`src/include/ubd_pkg.sv`:
```
package ubd_pkg;
    localparam int ADDR_W = 3;
    localparam int DATA_W = 8;
    // Register offsets
    localparam logic [2:0] OFS_DATA = 3'h0;
    localparam logic [2:0] OFS_BAUD_DIV = 3'h1;
    localparam logic [2:0] OFS_CTRL_TWO = 3'h2;
    localparam logic [2:0] OFS_STATUS = 3'h3;
    localparam logic [2:0] OFS_IRQ_STS = 3'h4;
    localparam logic [2:0] OFS_IRQ_MASK = 3'h5;
    // Control two fields
    localparam int BIT_EMPTY_EN = 0;
    localparam int BIT_IDLE_EN = 1;
    localparam int BIT_SPEED = 2;
    // Status fields
    localparam int BIT_ST_EMPTY = 0;
    localparam int BIT_ST_IDLE = 1;
    localparam int BIT_ST_RX_READY = 2;
    localparam int BIT_ST_REQ = 3;
    // Interrupt status / mask fields
    localparam int BIT_IRQ_TX = 0;
    localparam int BIT_IRQ_RX = 1;
    // Reset values
    localparam logic [7:0] RST_BYTE = 8'h00;
    localparam logic [2:0] RST_CTRL_TWO = 3'h0;
    localparam logic [1:0] RST_IRQ = 2'h0;
    // Oversampling counts per bit, less one
    localparam logic [5:0] OS_LOW_LAST = 6'h3f;
    localparam logic [5:0] OS_HIGH_LAST = 6'h0f;
    localparam logic [2:0] LAST_BIT = 3'h7;
    typedef enum logic [3:0] {
        TX_IDLE = 4'b0001,
        TX_START = 4'b0010,
        TX_DATA = 4'b0100,
        TX_STOP = 4'b1000
    } ubd_tx_state_t;
    typedef enum logic [3:0] {
        RX_IDLE = 4'b0001,
        RX_START = 4'b0010,
        RX_DATA = 4'b0100,
        RX_STOP = 4'b1000
    } ubd_rx_state_t;
endpackage

```
`src/hw/ubd_uart.sv`:
```
`timescale 1ns/1ps
module ubd_uart #(
    parameter int DIV_W = 8
) (
    input wire logic mclk,
    input wire logic rst_n,
    input wire logic ce,
    input wire logic [ubd_pkg::ADDR_W-1:0] reg_addr,
    input wire logic [ubd_pkg::DATA_W-1:0] reg_wdata,
    input wire logic reg_wr,
    input wire logic reg_rd,
    output logic [ubd_pkg::DATA_W-1:0] reg_rdata,
    output logic txd,
    input wire logic rxd,
    output logic tx_idle_flag,
    output logic tx_empty_flag,
    output logic serial_irq_req,
    output logic irq
);
    import ubd_pkg::*;

    // Divisor is one byte wide by definition
    if (DIV_W != 8) begin : g_bad_div
        $error("DIV_W must be 8");
    end

    logic [7:0] rd_data_reg;
    logic txd_reg;
    logic tx_idle_flag_reg;
    logic tx_empty_flag_reg;
    logic req_reg;
    logic irq_reg;
    logic [7:0] baud_divisor_reg;
    logic [2:0] ctrl_two_reg;
    logic [7:0] hold_reg;
    logic [7:0] rx_data_reg;
    logic rx_ready_reg;
    logic [1:0] irq_sts_reg;
    logic [1:0] irq_mask_reg;
    logic [7:0] presc_reg;
    ubd_tx_state_t tx_state_reg;
    logic [5:0] tx_os_reg;
    logic [7:0] tx_shift_reg;
    logic [2:0] tx_bit_reg;
    ubd_rx_state_t rx_state_reg;
    logic [5:0] rx_os_reg;
    logic [7:0] rx_shift_reg;
    logic [2:0] rx_bit_reg;
    logic rx_sync1_reg;
    logic rx_sync2_reg;
    logic data_wr;
    logic data_rd;
    logic presc_tick;
    logic [5:0] os_last;
    logic tx_bit_end;
    logic tx_load;
    logic rx_done;
    logic req_cond;

    assign reg_rdata = rd_data_reg;
    assign txd = txd_reg;
    assign tx_idle_flag = tx_idle_flag_reg;
    assign tx_empty_flag = tx_empty_flag_reg;
    assign serial_irq_req = req_reg;
    assign irq = irq_reg;

    // Qualified bus strobes
    assign data_wr = ce && reg_wr && (reg_addr == OFS_DATA);
    assign data_rd = ce && reg_rd && (reg_addr == OFS_DATA);

    assign os_last = ctrl_two_reg[BIT_SPEED] ? OS_HIGH_LAST : OS_LOW_LAST;
    assign presc_tick = ce && (presc_reg == baud_divisor_reg);
    assign tx_bit_end = presc_tick && (tx_os_reg == os_last);
    assign tx_load = ce && (tx_state_reg == TX_IDLE) && !tx_empty_flag_reg;
    assign rx_done = presc_tick && (rx_state_reg == RX_STOP) && (rx_os_reg == os_last)
        && rx_sync2_reg;

    assign req_cond = (ctrl_two_reg[BIT_IDLE_EN] && tx_idle_flag_reg)
        || (ctrl_two_reg[BIT_EMPTY_EN] && tx_empty_flag_reg);

    always_ff @(posedge mclk or negedge rst_n) begin
        if (!rst_n) begin
            baud_divisor_reg <= RST_BYTE;
            ctrl_two_reg <= RST_CTRL_TWO;
            irq_mask_reg <= RST_IRQ;
        end else if (ce && reg_wr) begin
            if (reg_addr == OFS_BAUD_DIV) begin
                baud_divisor_reg <= reg_wdata;
            end
            if (reg_addr == OFS_CTRL_TWO) begin
                ctrl_two_reg <= reg_wdata[2:0];
            end
            if (reg_addr == OFS_IRQ_MASK) begin
                irq_mask_reg <= reg_wdata[1:0];
            end
        end
    end

    always_ff @(posedge mclk or negedge rst_n) begin
        if (!rst_n) begin
            presc_reg <= RST_BYTE;
        end else if (ce) begin
            presc_reg <= (presc_reg == baud_divisor_reg) ? RST_BYTE : presc_reg + 8'h01;
        end
    end

    // Transmit holding side of the data register
    always_ff @(posedge mclk or negedge rst_n) begin
        if (!rst_n) begin
            hold_reg <= RST_BYTE;
            tx_empty_flag_reg <= 1'b1;
        end else if (data_wr) begin
            // A write beside a load keeps the buffer full
            hold_reg <= reg_wdata;
            tx_empty_flag_reg <= 1'b0;
        end else if (tx_load) begin
            tx_empty_flag_reg <= 1'b1;
        end
    end

    // Transmit shifter, 8N1, line high at rest
    always_ff @(posedge mclk or negedge rst_n) begin
        if (!rst_n) begin
            tx_state_reg <= TX_IDLE;
            tx_os_reg <= 6'h00;
            tx_shift_reg <= RST_BYTE;
            tx_bit_reg <= 3'h0;
            txd_reg <= 1'b1;
        end else if (ce) begin
            if (tx_state_reg != TX_IDLE && presc_tick) begin
                tx_os_reg <= tx_bit_end ? 6'h00 : tx_os_reg + 6'h01;
            end
            unique case (tx_state_reg)
                TX_IDLE: begin
                    tx_os_reg <= 6'h00;
                    if (tx_load) begin
                        tx_shift_reg <= hold_reg;
                        tx_bit_reg <= 3'h0;
                        txd_reg <= 1'b0;
                        tx_state_reg <= TX_START;
                    end
                end
                TX_START: begin
                    if (tx_bit_end) begin
                        txd_reg <= tx_shift_reg[0];
                        tx_state_reg <= TX_DATA;
                    end
                end
                TX_DATA: begin
                    if (tx_bit_end) begin
                        if (tx_bit_reg == LAST_BIT) begin
                            txd_reg <= 1'b1;
                            tx_state_reg <= TX_STOP;
                        end else begin
                            txd_reg <= tx_shift_reg[1];
                            tx_shift_reg <= {1'b0, tx_shift_reg[7:1]};
                            tx_bit_reg <= tx_bit_reg + 3'h1;
                        end
                    end
                end
                TX_STOP: begin
                    if (tx_bit_end) begin
                        tx_state_reg <= TX_IDLE;
                    end
                end
            endcase
        end
    end

    // Idle means shifter stopped and nothing waiting
    always_ff @(posedge mclk or negedge rst_n) begin
        if (!rst_n) begin
            tx_idle_flag_reg <= 1'b1;
        end else if (ce) begin
            tx_idle_flag_reg <= (tx_state_reg == TX_IDLE) && tx_empty_flag_reg && !data_wr;
        end
    end

    // Two-flop synchroniser on the receive pin
    always_ff @(posedge mclk or negedge rst_n) begin
        if (!rst_n) begin
            rx_sync1_reg <= 1'b1;
            rx_sync2_reg <= 1'b1;
        end else if (ce) begin
            rx_sync1_reg <= rxd;
            rx_sync2_reg <= rx_sync1_reg;
        end
    end

    // Receiver; start bit is rechecked at mid-bit to reject glitches
    always_ff @(posedge mclk or negedge rst_n) begin
        if (!rst_n) begin
            rx_state_reg <= RX_IDLE;
            rx_os_reg <= 6'h00;
            rx_shift_reg <= RST_BYTE;
            rx_bit_reg <= 3'h0;
        end else if (ce) begin
            unique case (rx_state_reg)
                RX_IDLE: begin
                    rx_os_reg <= 6'h00;
                    if (!rx_sync2_reg) begin
                        rx_state_reg <= RX_START;
                    end
                end
                RX_START: begin
                    if (presc_tick) begin
                        if (rx_os_reg == {1'b0, os_last[5:1]}) begin
                            rx_os_reg <= 6'h00;
                            rx_bit_reg <= 3'h0;
                            rx_state_reg <= rx_sync2_reg ? RX_IDLE : RX_DATA;
                        end else begin
                            rx_os_reg <= rx_os_reg + 6'h01;
                        end
                    end
                end
                RX_DATA: begin
                    if (presc_tick) begin
                        if (rx_os_reg == os_last) begin
                            rx_os_reg <= 6'h00;
                            rx_shift_reg <= {rx_sync2_reg, rx_shift_reg[7:1]};
                            rx_bit_reg <= rx_bit_reg + 3'h1;
                            if (rx_bit_reg == LAST_BIT) begin
                                rx_state_reg <= RX_STOP;
                            end
                        end else begin
                            rx_os_reg <= rx_os_reg + 6'h01;
                        end
                    end
                end
                RX_STOP: begin
                    if (presc_tick) begin
                        if (rx_os_reg == os_last) begin
                            rx_state_reg <= RX_IDLE;
                        end else begin
                            rx_os_reg <= rx_os_reg + 6'h01;
                        end
                    end
                end
            endcase
        end
    end

    // Receive side of the data register; bad stop bit drops the byte
    always_ff @(posedge mclk or negedge rst_n) begin
        if (!rst_n) begin
            rx_data_reg <= RST_BYTE;
            rx_ready_reg <= 1'b0;
        end else if (rx_done) begin
            // New byte wins over a read in the same cycle
            rx_data_reg <= rx_shift_reg;
            rx_ready_reg <= 1'b1;
        end else if (data_rd) begin
            rx_ready_reg <= 1'b0;
        end
    end

    // Shared request flag follows any enabled source
    always_ff @(posedge mclk or negedge rst_n) begin
        if (!rst_n) begin
            req_reg <= 1'b0;
        end else if (ce) begin
            req_reg <= req_cond;
        end
    end

    // Sticky events, write one to clear, set wins
    always_ff @(posedge mclk or negedge rst_n) begin
        if (!rst_n) begin
            irq_sts_reg <= RST_IRQ;
            irq_reg <= 1'b0;
        end else if (ce) begin
            irq_sts_reg[BIT_IRQ_TX] <= req_cond || (irq_sts_reg[BIT_IRQ_TX]
                && !(reg_wr && reg_addr == OFS_IRQ_STS && reg_wdata[BIT_IRQ_TX]));
            irq_sts_reg[BIT_IRQ_RX] <= rx_done || (irq_sts_reg[BIT_IRQ_RX]
                && !(reg_wr && reg_addr == OFS_IRQ_STS && reg_wdata[BIT_IRQ_RX]));
            irq_reg <= |(irq_sts_reg & irq_mask_reg);
        end
    end

    // Read data stand for one cycle only; unmapped reads give zero
    always_ff @(posedge mclk or negedge rst_n) begin
        if (!rst_n) begin
            rd_data_reg <= RST_BYTE;
        end else if (ce) begin
            rd_data_reg <= RST_BYTE;
            if (reg_rd) begin
                unique case (reg_addr)
                    OFS_DATA: rd_data_reg <= rx_data_reg;
                    OFS_BAUD_DIV: rd_data_reg <= baud_divisor_reg;
                    OFS_CTRL_TWO: rd_data_reg <= {5'h00, ctrl_two_reg};
                    OFS_STATUS: rd_data_reg <= {4'h0, req_reg, rx_ready_reg,
                        tx_idle_flag_reg, tx_empty_flag_reg};
                    OFS_IRQ_STS: rd_data_reg <= {6'h00, irq_sts_reg};
                    OFS_IRQ_MASK: rd_data_reg <= {6'h00, irq_mask_reg};
                    default: rd_data_reg <= RST_BYTE;
                endcase
            end
        end
    end
endmodule

```
`config.mk`:
```
export PLATFORM = sky130hd
export DESIGN_NAME = ubd_uart
export DESIGN_NICKNAME = d
export VERILOG_FILES = /design/src/include/ubd_pkg.sv /design/src/hw/ubd_uart.sv
export SDC_FILE = /design/constraint.sdc
export NUM_CORES = 1
export LEC_CHECK = 0
export BUFFER_PORTS_ARGS = -buffer_cell sky130_fd_sc_hd__buf_2
export CAP_MARGIN = 25
export CORE_ASPECT_RATIO = 1.25
export CORE_MARGIN = 4
export CORE_UTILIZATION = 61
export CTS_CLUSTER_DIAMETER = 50
export DETAILED_ROUTE_END_ITERATION = 10
export PLACE_DENSITY = 0.82
export SLEW_MARGIN = 20
export SYNTH_ARGS = -nofsm -noshare
export SYNTH_HDL_FRONTEND = slang
export SYNTH_SLANG_ARGS = --single-unit
```
`constraint.sdc`:
```
create_clock -name mclk -period 2.7 [get_ports mclk]
set_clock_uncertainty 0.15 [all_clocks]
set_input_delay 0.54 -clock mclk [delete_from_list [all_inputs] [get_ports mclk]]
set_output_delay 0.54 -clock mclk [all_outputs]
set_load 0.01 [all_outputs]
```
# Word-level counts from Yosys, hierarchy flattened
# Cells that the tools add are included.
# totals
reg_bits	97
output_inout_bits	13
wordCells	164
# classes
addsub	5
n_eq_ne	35
n_mux	52
n_bitwise	1
reduce_logical	47
# op_table
operator	n
2-to-1 mux 6 bit	10
2-to-1 mux 4 bit	13
one-hot mux 8 bit (6 select lines)	1
2-to-1 mux 8 bit	5
one-hot mux 4 bit (4 select lines)	2
inequality test 2 bit, second input constant	14
2-to-1 mux 3 bit	8
one-hot mux 6 bit (4 select lines)	1
logical AND 1 bit	21
one-hot mux 8 bit (2 select lines)	1
AND reduction 5 bit	3
adder 6 x 1 -> 6 bit, second input constant	2
== test 3 bit, second input constant	4
== test 6 bit	2
one-hot mux 3 bit (2 select lines)	2
AND reduction 6 bit	2
nonzero test 2 bit	5
AND reduction 9 bit	1
adder 8 x 1 -> 8 bit, second input constant	1
== test 4 x 1 -> 1 bit, second input constant	2
== test 4 x 2 -> 1 bit, second input constant	2
== test 4 x 3 -> 1 bit, second input constant	2
== test 4 bit, second input constant	2
== test 8 bit	1
other kinds (16)	33

# Longest topological paths before layout
# Gate-level depths: netlist (run 1).
# logic_depth
ltp_word	6
depth_mapped	7

# Least setup slack after synthesis (run 1)
# Ideal clock, no wire load.
# synth_timing
path_type	reg-to-reg
from	reg rx_os_reg[0]
to	reg rx_os_reg[5]
setup_time_ns	0.087
arrival_ns	2.067
path_slack_ns	0.397
path_stages_with_launch	8
cell_sequence	dfrtp_1 > ha_1 > and3_1 > and2_4 > a2111oi_4 > nor2_2 > or4_1 > o211ai_1
# synth_via
elab_chain_cells	4
elab_cells_between_ends	12
classes_between	1 x add/sub; 3 x eq/ne; 7 x mux; 1 x reduce/logical
# synth_rtl
item	line	rtl
start: declaration	ubd_uart.sv:46	logic [5:0] rx_os_reg;
start signal: assignment	ubd_uart.sv:212	rx_os_reg <= rx_os_reg + 6'h01;
start signal: assignment	ubd_uart.sv:226	rx_os_reg <= rx_os_reg + 6'h01;
start signal: assignment	ubd_uart.sv:235	rx_os_reg <= rx_os_reg + 6'h01;
adder 6 x 1 -> 6 bit, or another cell as far along	ubd_uart.sv:212, ubd_uart.sv:226, ubd_uart.sv:235	
2-to-1 mux 6 bit, on equally long branches	ubd_uart.sv:232, ubd_uart.sv:207, ubd_uart.sv:218	
2-to-1 mux 6 bit, on equally long branches	ubd_uart.sv:231, ubd_uart.sv:206, ubd_uart.sv:217	
one-hot mux 6 bit (4 select lines)	ubd_uart.sv:198	unique case (rx_state_reg)
# Parallel ways exist; a longest one is shown, timed or not. The select of a mux whose other input is x is not followed.
# A chain may end at the register's enable or synchronous reset.

# Worst setup path in the final report (run 1)
# Same ends and word-level chain as after synthesis.

==> summary.txt, run 1 <==
status: completed
fin crit share: 92.1%
Cells after Synth: 429
die span in x: 87.9 microns
Hold Crit Class: primary input to flip-flop
R2R depth: 7
antenna cells: 0
Seq/Total Area, Yosys: 50.0%
endpoints failing setup: 0
initial detailed-routing violation count: 290
Worst Path Max Fanout: 6
Max Clock Freq: 0.402 GHz
Mapped Nets: 453
clock sinks: 97
Initial Utilization: 62.5%
Pleak: 2.51 nW
total CTS buffers: 9
Setup CP Type: flip-flop to flip-flop
worst path arrival time: 2.62 ns
vias per inst: 6.12
crit start category: flip-flop
RSZ-0062 raised after global routing: no
pwr dens: 661 mW/mm^2
Clock Tree Buf Depth: 2
total track usage: 23.8%
Crit Reg-Reg Startpoint: rx_os_reg[0]
remaining global-route overflow: 0
drc violations: 0
die area: 0.00949 sq mm
Die H: 108 microns
number of I/O pins: 30
Setup TNS Final: 0 ns
r2r endpoint: rx_os_reg[5]
iteration count of the initial detailed-routing pass: 4
average cell area after synthesis: 11.4 sq um
Post-CTS Resized: 0
final WL: 10.3 mm
HPWL Detailed: 7.47 mm
initial antenna violation count: 0
Yosys reg bits: 97
crit path from: rx_os_reg[0]
Post-DRT Antenna Nets: 0
Vias: 3462
H-tree Lvls: 3
gp weighted congestion: 0.870
Slew Limit Fails: 0
Synth-to-Final Area Change: 10.1%
actual slew at the worst max-slew pin: 0.617 ns
vias in the first global route: 3520
non-filler cells, final: 566
Tmin final: 2.49 ns
share of layout cells above drive strength 1: 24.6%
row cnt: 36
# placed instances: 548
most common flop cell mapped by yosys: dfrtp_1
clock-pin slew on the worst setup and hold paths: 0.10 ns
post-synth cell types: 66
TritonCTS clock tree: done
wire length per cell: 18.2 microns
VDD IR max: 0.000592 V
Final Hold Viols: 0
crit path to: rx_os_reg[5]
Filler cells: 553
Root Driver: clkbuf_8
Core Area: 0.00779 sq mm
Post-synth EDFFs: 0
Max-Cap Viols: 0
mapped cell area: 0.00487 sq mm
synth warn: 0
CP Capture Type: flip-flop
Slew HR: 58.7%
flop2flop setup slack: 0.21 ns
CP required: 2.83 ns
final net count: 490
first-pass GRT wire length: 17.4 mm
Worst-Skew Late Latency: 0.37 ns
largest net degree at the start of global routing: 41
IO Port Bufs: 29
fraction of registers with async set/reset: 100%
## layout by cell type (no fill, tap or decap), types with 4 or more instances in the layout
cell type,n
a21oi_1,7
a22o_1,8
a31oi_1,4
and3_1,6
buf_2,28
buf_4,9
clkbuf_8,9
dfrtp_1,90
dfstp_2,7
ha_1,7
inv_1,8
mux2_1,26
mux2_2,26
mux2i_1,16
nand2_1,56
nand3_1,9
nor2_1,35
nor2b_1,6
nor3_1,5
o21ai_0,11
o21ai_1,4
o2bb2ai_1,10
or4_1,4
xnor2_1,7
xor2_1,4
## final cells by class
class | count | area [sq um] | area share [%]
repair buffers | 40 | 243 | 4.52
well taps | 95 | 119 | 2.22
multi-input cells | 308 | 2340 | 43.7
inverters | 10 | 37.5 | 0.700
flip-flops and latches | 97 | 2440 | 45.4
clock buffers | 9 | 124 | 2.31
clock inverters | 7 | 62.6 | 1.17
## cells in the mapped netlist, types with 4 or more instances
cell type	n	share of area [%]
or4_1	4	0.62
nor2b_1	6	0.77
nor3_1	5	0.51
nand2_1	56	4.3
mux2_1	26	6.0
a31oi_1	4	0.51
xor2_1	4	0.72
nor2_1	35	2.7
o21ai_1	4	0.41
clkbuf_1	10	0.77
xnor2_1	7	1.3
a21oi_1	7	0.72
mux2_2	26	6.0
ha_1	7	1.8
dfstp_2	7	3.8
inv_1	8	0.62
o21ai_0	11	1.1
dfrtp_1	90	46
nand3_1	9	0.92
a22o_1	8	1.4
mux2i_1	16	3.3
o2bb2ai_1	10	1.8
and3_1	6	0.77
## per-stage QoR
stage          util [%]  power (W)  instance area (sq um)  setup WS [ns]  hold slack (ns)
2_1_floorplan         -    0.00242                   4870          0.397           0.0944
3_3_place_gp       66.3    0.00260                   5160          0.325            0.318
3_5_place_dp       66.3    0.00265                   5160          0.246            0.321
4_1_cts            68.8    0.00355                   5360          0.217            0.248
5_1_grt            68.9    0.00373                   5370          0.104            0.262
6_report           68.9    0.00355                   5370          0.213            0.260
## repair_timing
item,in CTS,in global routing
hold endpoints to repair,2,0
setup buffers,0,0
hold buffers,1,0
## power by group
group / internal, W / switching, W / leakage [nW]
logic: 0.000376 / 0.000382 / 1.17
clock network: 0.000354 / 0.000549 / 0.0927
registers: 0.00165 / 0.000233 / 1.25
## worst min-delay path by stage
| stage | startpoint | endpoint | depth (start not counted) |
|---|---|---|---|
| final | rxd | rx_sync1_reg | 2 |
| after detailed placement | rx_ready_reg | rx_ready_reg | 1 |
| after CTS | rxd | rx_sync1_reg | 2 |
| after global routing | rxd | rx_sync1_reg | 2 |
| after floorplan | rst_n | baud_divisor_reg[0] | 0 |
| after global placement | tx_shift_reg[4] | tx_shift_reg[4] | 1 |
## critical path: stages (launching register included)
cell       delay, ns
dfrtp_1         0.42
ha_1            0.24
and3_1          0.28
and2_4          0.18
a2111oi_4       0.42
nor2_2          0.08
or4_1           0.51
o211ai_1        0.11
## cell families (layout without fill, tap and decap cells)
group                    after synthesis  after routing  synth area share (%)
AO/OA/AOI/OAI                         64             64                  10.1
flip-flops                            97             97                  50.0
AND/OR/NAND/NOR                      152            152                  16.4
XOR/XNOR                              14             14                  2.98
buffers and inverters                 24             66                  1.93
adder cells (fa/ha/maj)                7              7                  1.80
multiplexers                          71             71                  16.8
## layer usage
metal / up-vias / track usage (%) / part of all wire, %
met1: 1738 / 31.8 / 43
met2: 91 / 39.4 / 52
li1: 1616 / - / -
met5: - / 0 / 0
met3: 17 / 4.12 / 4.1
met4: 0 / 8.11 / 1.5
No activity file was read; power rests on OpenSTA's default activity.
==> inputs of run 2 (changes only) <==
--- a/config.mk
+++ b/config.mk
@@ -7,7 +7,7 @@
 export LEC_CHECK = 0
 export BUFFER_PORTS_ARGS = -buffer_cell sky130_fd_sc_hd__buf_2
 export CAP_MARGIN = 25
-export CORE_ASPECT_RATIO = 1.25
+export CORE_ASPECT_RATIO = 0.5
 export CORE_MARGIN = 4
 export CORE_UTILIZATION = 61
 export CTS_CLUSTER_DIAMETER = 50
==> summary.txt, run 2 (same netlist as run 1, synthesis figures left out) <==
H-tree Lvls: 3
TritonCTS clock tree: done
met1 Resource Use GR: 33.6%
most frequent cells in the layout: dfrtp_1 (90), nand2_1 (56), nor2_1 (35), buf_2 (28)
met2 Usage GRT: 36.5%
Post-CTS Resized: 0
endpoints failing setup: 0
R2R depth: 7
Slew Limit Fails: 0
Die H: 71.2 microns
initial antenna violation count: 0
hold buffers post-CTS: 1
critical path depth: 7
row cnt: 22
Root Driver: clkbuf_16
met3 Usage GRT: 5.68%
clock sinks: 97
Final Hold Viols: 0
crit path max-delay cell type: or4_1
Util after Layout: 72.9%
HPWL Detailed: 7.52 mm
largest net degree at the start of global routing: 48
remaining global-route overflow: 0
Crit path largest cell delay: 0.51 ns
Tmin final: 2.48 ns
actual slew at the worst max-slew pin: 0.987 ns
vias in the first global route: 3433
Setup Buffers After CTS: 0
iteration count of the initial detailed-routing pass: 5
commonest non-fill, non-tap cell in the layout: dfrtp_1
Max-Cap Viols: 0
Worst-Skew Late Latency: 0.34 ns
CP top delay family: simple AND/OR/NAND/NOR gates
final WL: 10.5 mm
Pleak: 2.57 nW
final net count: 491
initial detailed-routing violation count: 390
antenna cells: 0
die span in x: 134 microns
share of layout cells above drive strength 1: 24.6%
wire length per cell: 18.1 microns
Post-DRT Antenna Nets: 0
Hold Crit Class: primary input to flip-flop
crit start category: flip-flop
global routing's busiest layer: met2
pwr dens: 708 mW/mm^2
hold depth: 2
drc violations: 0
Critical path buffers and inverters: 0
Synth-to-Final Area Change: 12.8%
Vias: 3507
non-filler cells, final: 580
total track usage: 23.4%
Initial Utilization: 64.6%
first-pass GRT wire length: 17.5 mm
VDD IR max: 0.000486 V
Total Power: 0.00389 W
vias per inst: 6.05
gp weighted congestion: 0.919
Worst Path Max Fanout: 6
CP required: 2.81 ns
die area: 0.00957 sq mm
Slew HR: 33.6%
fin crit share: 91.7%
CP Cell Sequence: ha_1 -> and3_1 -> and2_4 -> a2111oi_4 -> nor2_2 -> or4_1 -> o211ai_1
Max Clock Freq: 0.404 GHz
total CTS buffers: 9
Clock Tree Buf Depth: 2
Setup TNS Final: 0 ns
clock-pin slew on the worst setup and hold paths: 0.06 ns
Setup CP Type: flip-flop to flip-flop
CP Capture Type: flip-flop
Core Area: 0.00754 sq mm
worst hold slack: 0.292 ns
IO Port Bufs: 29
number of I/O pins: 30
RSZ-0062 raised after global routing: no
status: completed
# placed instances: 563
worst path arrival time: 2.58 ns
==> run 2: per-stage QoR <==
| stage | worst slack [ns] | instance area [sq um] |
|---|---|---|
| 6_report | 0.223 | 5500 |
| 4_1_cts | 0.252 | 5500 |
| 2_1_floorplan | 0.397 | 4870 |
| 5_1_grt | 0.122 | 5500 |
| 3_3_place_gp | 0.277 | 5190 |
| 3_5_place_dp | 0.275 | 5190 |
==> run 2: metal layers <==
metal | vias to the layer above | routed length (microns)
li1 | 1627 | -
met1 | 1759 | 4890
met2 | 107 | 4870
met3 | 14 | 645
met4 | 0 | 105
met5 | - | 0
==> run 2: final timing paths <==
path / startpoint / endpoint / slack [ns]
min in group asynchronous: rst_n / tx_shift_reg[6] / 0.53
hold / removal: rxd / rx_sync1_reg / 0.29
hold reg to reg: reg_rdata[5] / reg_rdata[5] / 0.34
setup / recovery: rx_os_reg[0] / rx_os_reg[5] / 0.22
setup reg to reg: rx_os_reg[0] / rx_os_reg[5] / 0.22
max in group asynchronous: rst_n / tx_idle_flag / 1.22
==> run 2: layout make-up <==
class | instances | area [sq um]
well taps | 108 | 135
repair buffers | 41 | 253
multi-input cells | 308 | 2340
clock inverters | 4 | 35.0
fillers | 535 | 2050
flip-flops and latches | 97 | 2440
inverters | 10 | 37.5
clock buffers | 12 | 256
==> run 2: power by group <==
| part | switching (W) | internal, W | total (W) |
|---|---|---|---|
| logic | 0.000398 | 0.000385 | 0.000783 |
| registers | 0.000228 | 0.00165 | 0.00188 |
| clock network | 0.000544 | 0.000683 | 0.00123 |
==> inputs of run 3 (changes only) <==
--- a/config.mk
+++ b/config.mk
@@ -12,7 +12,9 @@
 export CORE_UTILIZATION = 61
 export CTS_CLUSTER_DIAMETER = 50
 export DETAILED_ROUTE_END_ITERATION = 10
+export GPL_TIMING_DRIVEN = 0
 export PLACE_DENSITY = 0.82
+export RECOVER_POWER = 100
 export SLEW_MARGIN = 20
 export SYNTH_ARGS = -nofsm -noshare
 export SYNTH_HDL_FRONTEND = slang
==> summary.txt, run 3 (same netlist as run 1, synthesis figures left out) <==
drc violations: 0
TritonCTS clock tree: done
# placed instances: 563
crit start category: flip-flop
commonest non-fill, non-tap cell in the layout: dfrtp_1
share of layout cells above drive strength 1: 19.8%
Root Driver: clkbuf_16
Crit path largest cell delay: 0.43 ns
Pleak: 2.49 nW
vias per inst: 5.96
VDD IR max: 0.000536 V
Initial Utilization: 64.6%
Hold Crit Class: primary input to flip-flop
Vias: 3476
worst path arrival time: 2.70 ns
die span in x: 134 microns
CP Cell Sequence: xnor2_1 -> nand4_1 -> nor3_4 -> nand2_1 -> a21oi_4 -> mux2_1
fin crit share: 97.3%
total CTS buffers: 9
final net count: 494
final WL: 10.1 mm
total track usage: 22.7%
CP Capture Type: flip-flop
non-filler cells, final: 583
crit path max-delay cell type: dfrtp_1
endpoints failing setup: 0
worst hold slack: 0.281 ns
Final Hold Viols: 0
wire length per cell: 17.4 microns
initial antenna violation count: 0
HPWL Detailed: 7.12 mm
Die H: 71.2 microns
most frequent cells in the layout: dfrtp_1 (90), nand2_1 (56), nor2_1 (34), mux2_1 (26), mux2_2 (26)
die area: 0.00957 sq mm
remaining global-route overflow: 0
Setup CP Type: flip-flop to flip-flop
gp weighted congestion: 0.889
Clock Tree Buf Depth: 2
Max-Cap Viols: 0
iteration count of the initial detailed-routing pass: 4
IO Port Bufs: 25
antenna cells: 0
Max Clock Freq: 0.380 GHz
actual slew at the worst max-slew pin: 1.05 ns
CP required: 2.77 ns
H-tree Lvls: 3
initial detailed-routing violation count: 267
clock sinks: 97
Core Area: 0.00754 sq mm
first-pass GRT wire length: 17.2 mm
Post-DRT Antenna Nets: 0
largest net degree at the start of global routing: 59
Tmin final: 2.63 ns
Synth-to-Final Area Change: 12.0%
Worst Path Max Fanout: 7
status: completed
vias in the first global route: 3448
Slew Limit Fails: 0
clock-pin slew on the worst setup and hold paths: 0.06 ns
Slew HR: 30.3%
row cnt: 22
Worst-Skew Late Latency: 0.35 ns
number of I/O pins: 30
pwr dens: 701 mW/mm^2
[run 3: final cells by class]
class / count / area, sq um
Sequential cell: 97 / 2440
Inverter: 10 / 37.5
Timing Repair Buffer: 30 / 171
Buffer: 14 / 56.3
Multi-Input combinational cell: 308 / 2350
Clock inverter: 4 / 28.8
Fill cell: 555 / 2080
Clock buffer: 12 / 246
Tap cell: 108 / 135
[run 3: timing repair]
| item | in CTS | in global routing |
|---|---|---|
| setup endpoints to repair | 0 | 26 |
| buffers inserted | 0 | 3 |
| gates resized for setup | 0 | 1 |
| hold buffers | 1 | 0 |
| endpoints found under the hold margin | 36 | 0 |
[run 3: final timing paths]
kind,start,end,slack (ns),cells past startpoint
setup / recovery,baud_divisor_reg[1],tx_shift_reg[5],0.07,6
hold / removal,rxd,rx_sync1_reg,0.28,2
setup reg to reg,baud_divisor_reg[1],tx_shift_reg[5],0.07,6
hold reg to reg,rx_ready_reg,rx_ready_reg,0.33,1
max in group asynchronous,rst_n,rx_sync2_reg,0.77,3
min in group asynchronous,rst_n,rx_bit_reg[1],0.77,2
[run 3: worst max-delay path: cells and delay by family, from the launching register on]
family	cells	cell delay, ns
and+or+nand+nor	3	0.98
DFF	1	0.43
muxes	1	0.36
AOI/OAI and AO/OA	1	0.34
xor gates and xnor gates	1	0.25
[run 3: report_power, final]
group | switching (W) | internal [W] | leakage [nW]
Sequential | 0.000217 | 0.00165 | 1.25
Clock | 0.000537 | 0.000650 | 0.129
Combinational | 0.000401 | 0.000369 | 1.11
Total | 0.00115 | 0.00267 | 2.49
[run 3: layer usage]
| layer | global-route usage, % | vias to the layer above | routed length, microns |
|---|---|---|---|
| li1 | - | 1630 | - |
| met1 | 32.3 | 1723 | 4750 |
| met4 | 6.77 | 0 | 167 |
| met5 | 0 | - | 0 |
| met3 | 7.03 | 21 | 669 |
| met2 | 34.0 | 102 | 4550 |
[run 3: stage by stage]
step	area [sq um]	power (W)	setup TNS (ns)	util [%]	setup WS, ns
floorplan	4870	0.00242	0	-	0.397
global placement	5130	0.00260	-4.34	68.1	-0.0719
detailed placement	5170	0.00265	-2.01	68.5	-0.128
CTS	5450	0.00384	0	72.3	0.00830
global route	5460	0.00402	-0.142	72.4	-0.0272
finish	5460	0.00383	0	72.4	0.0716
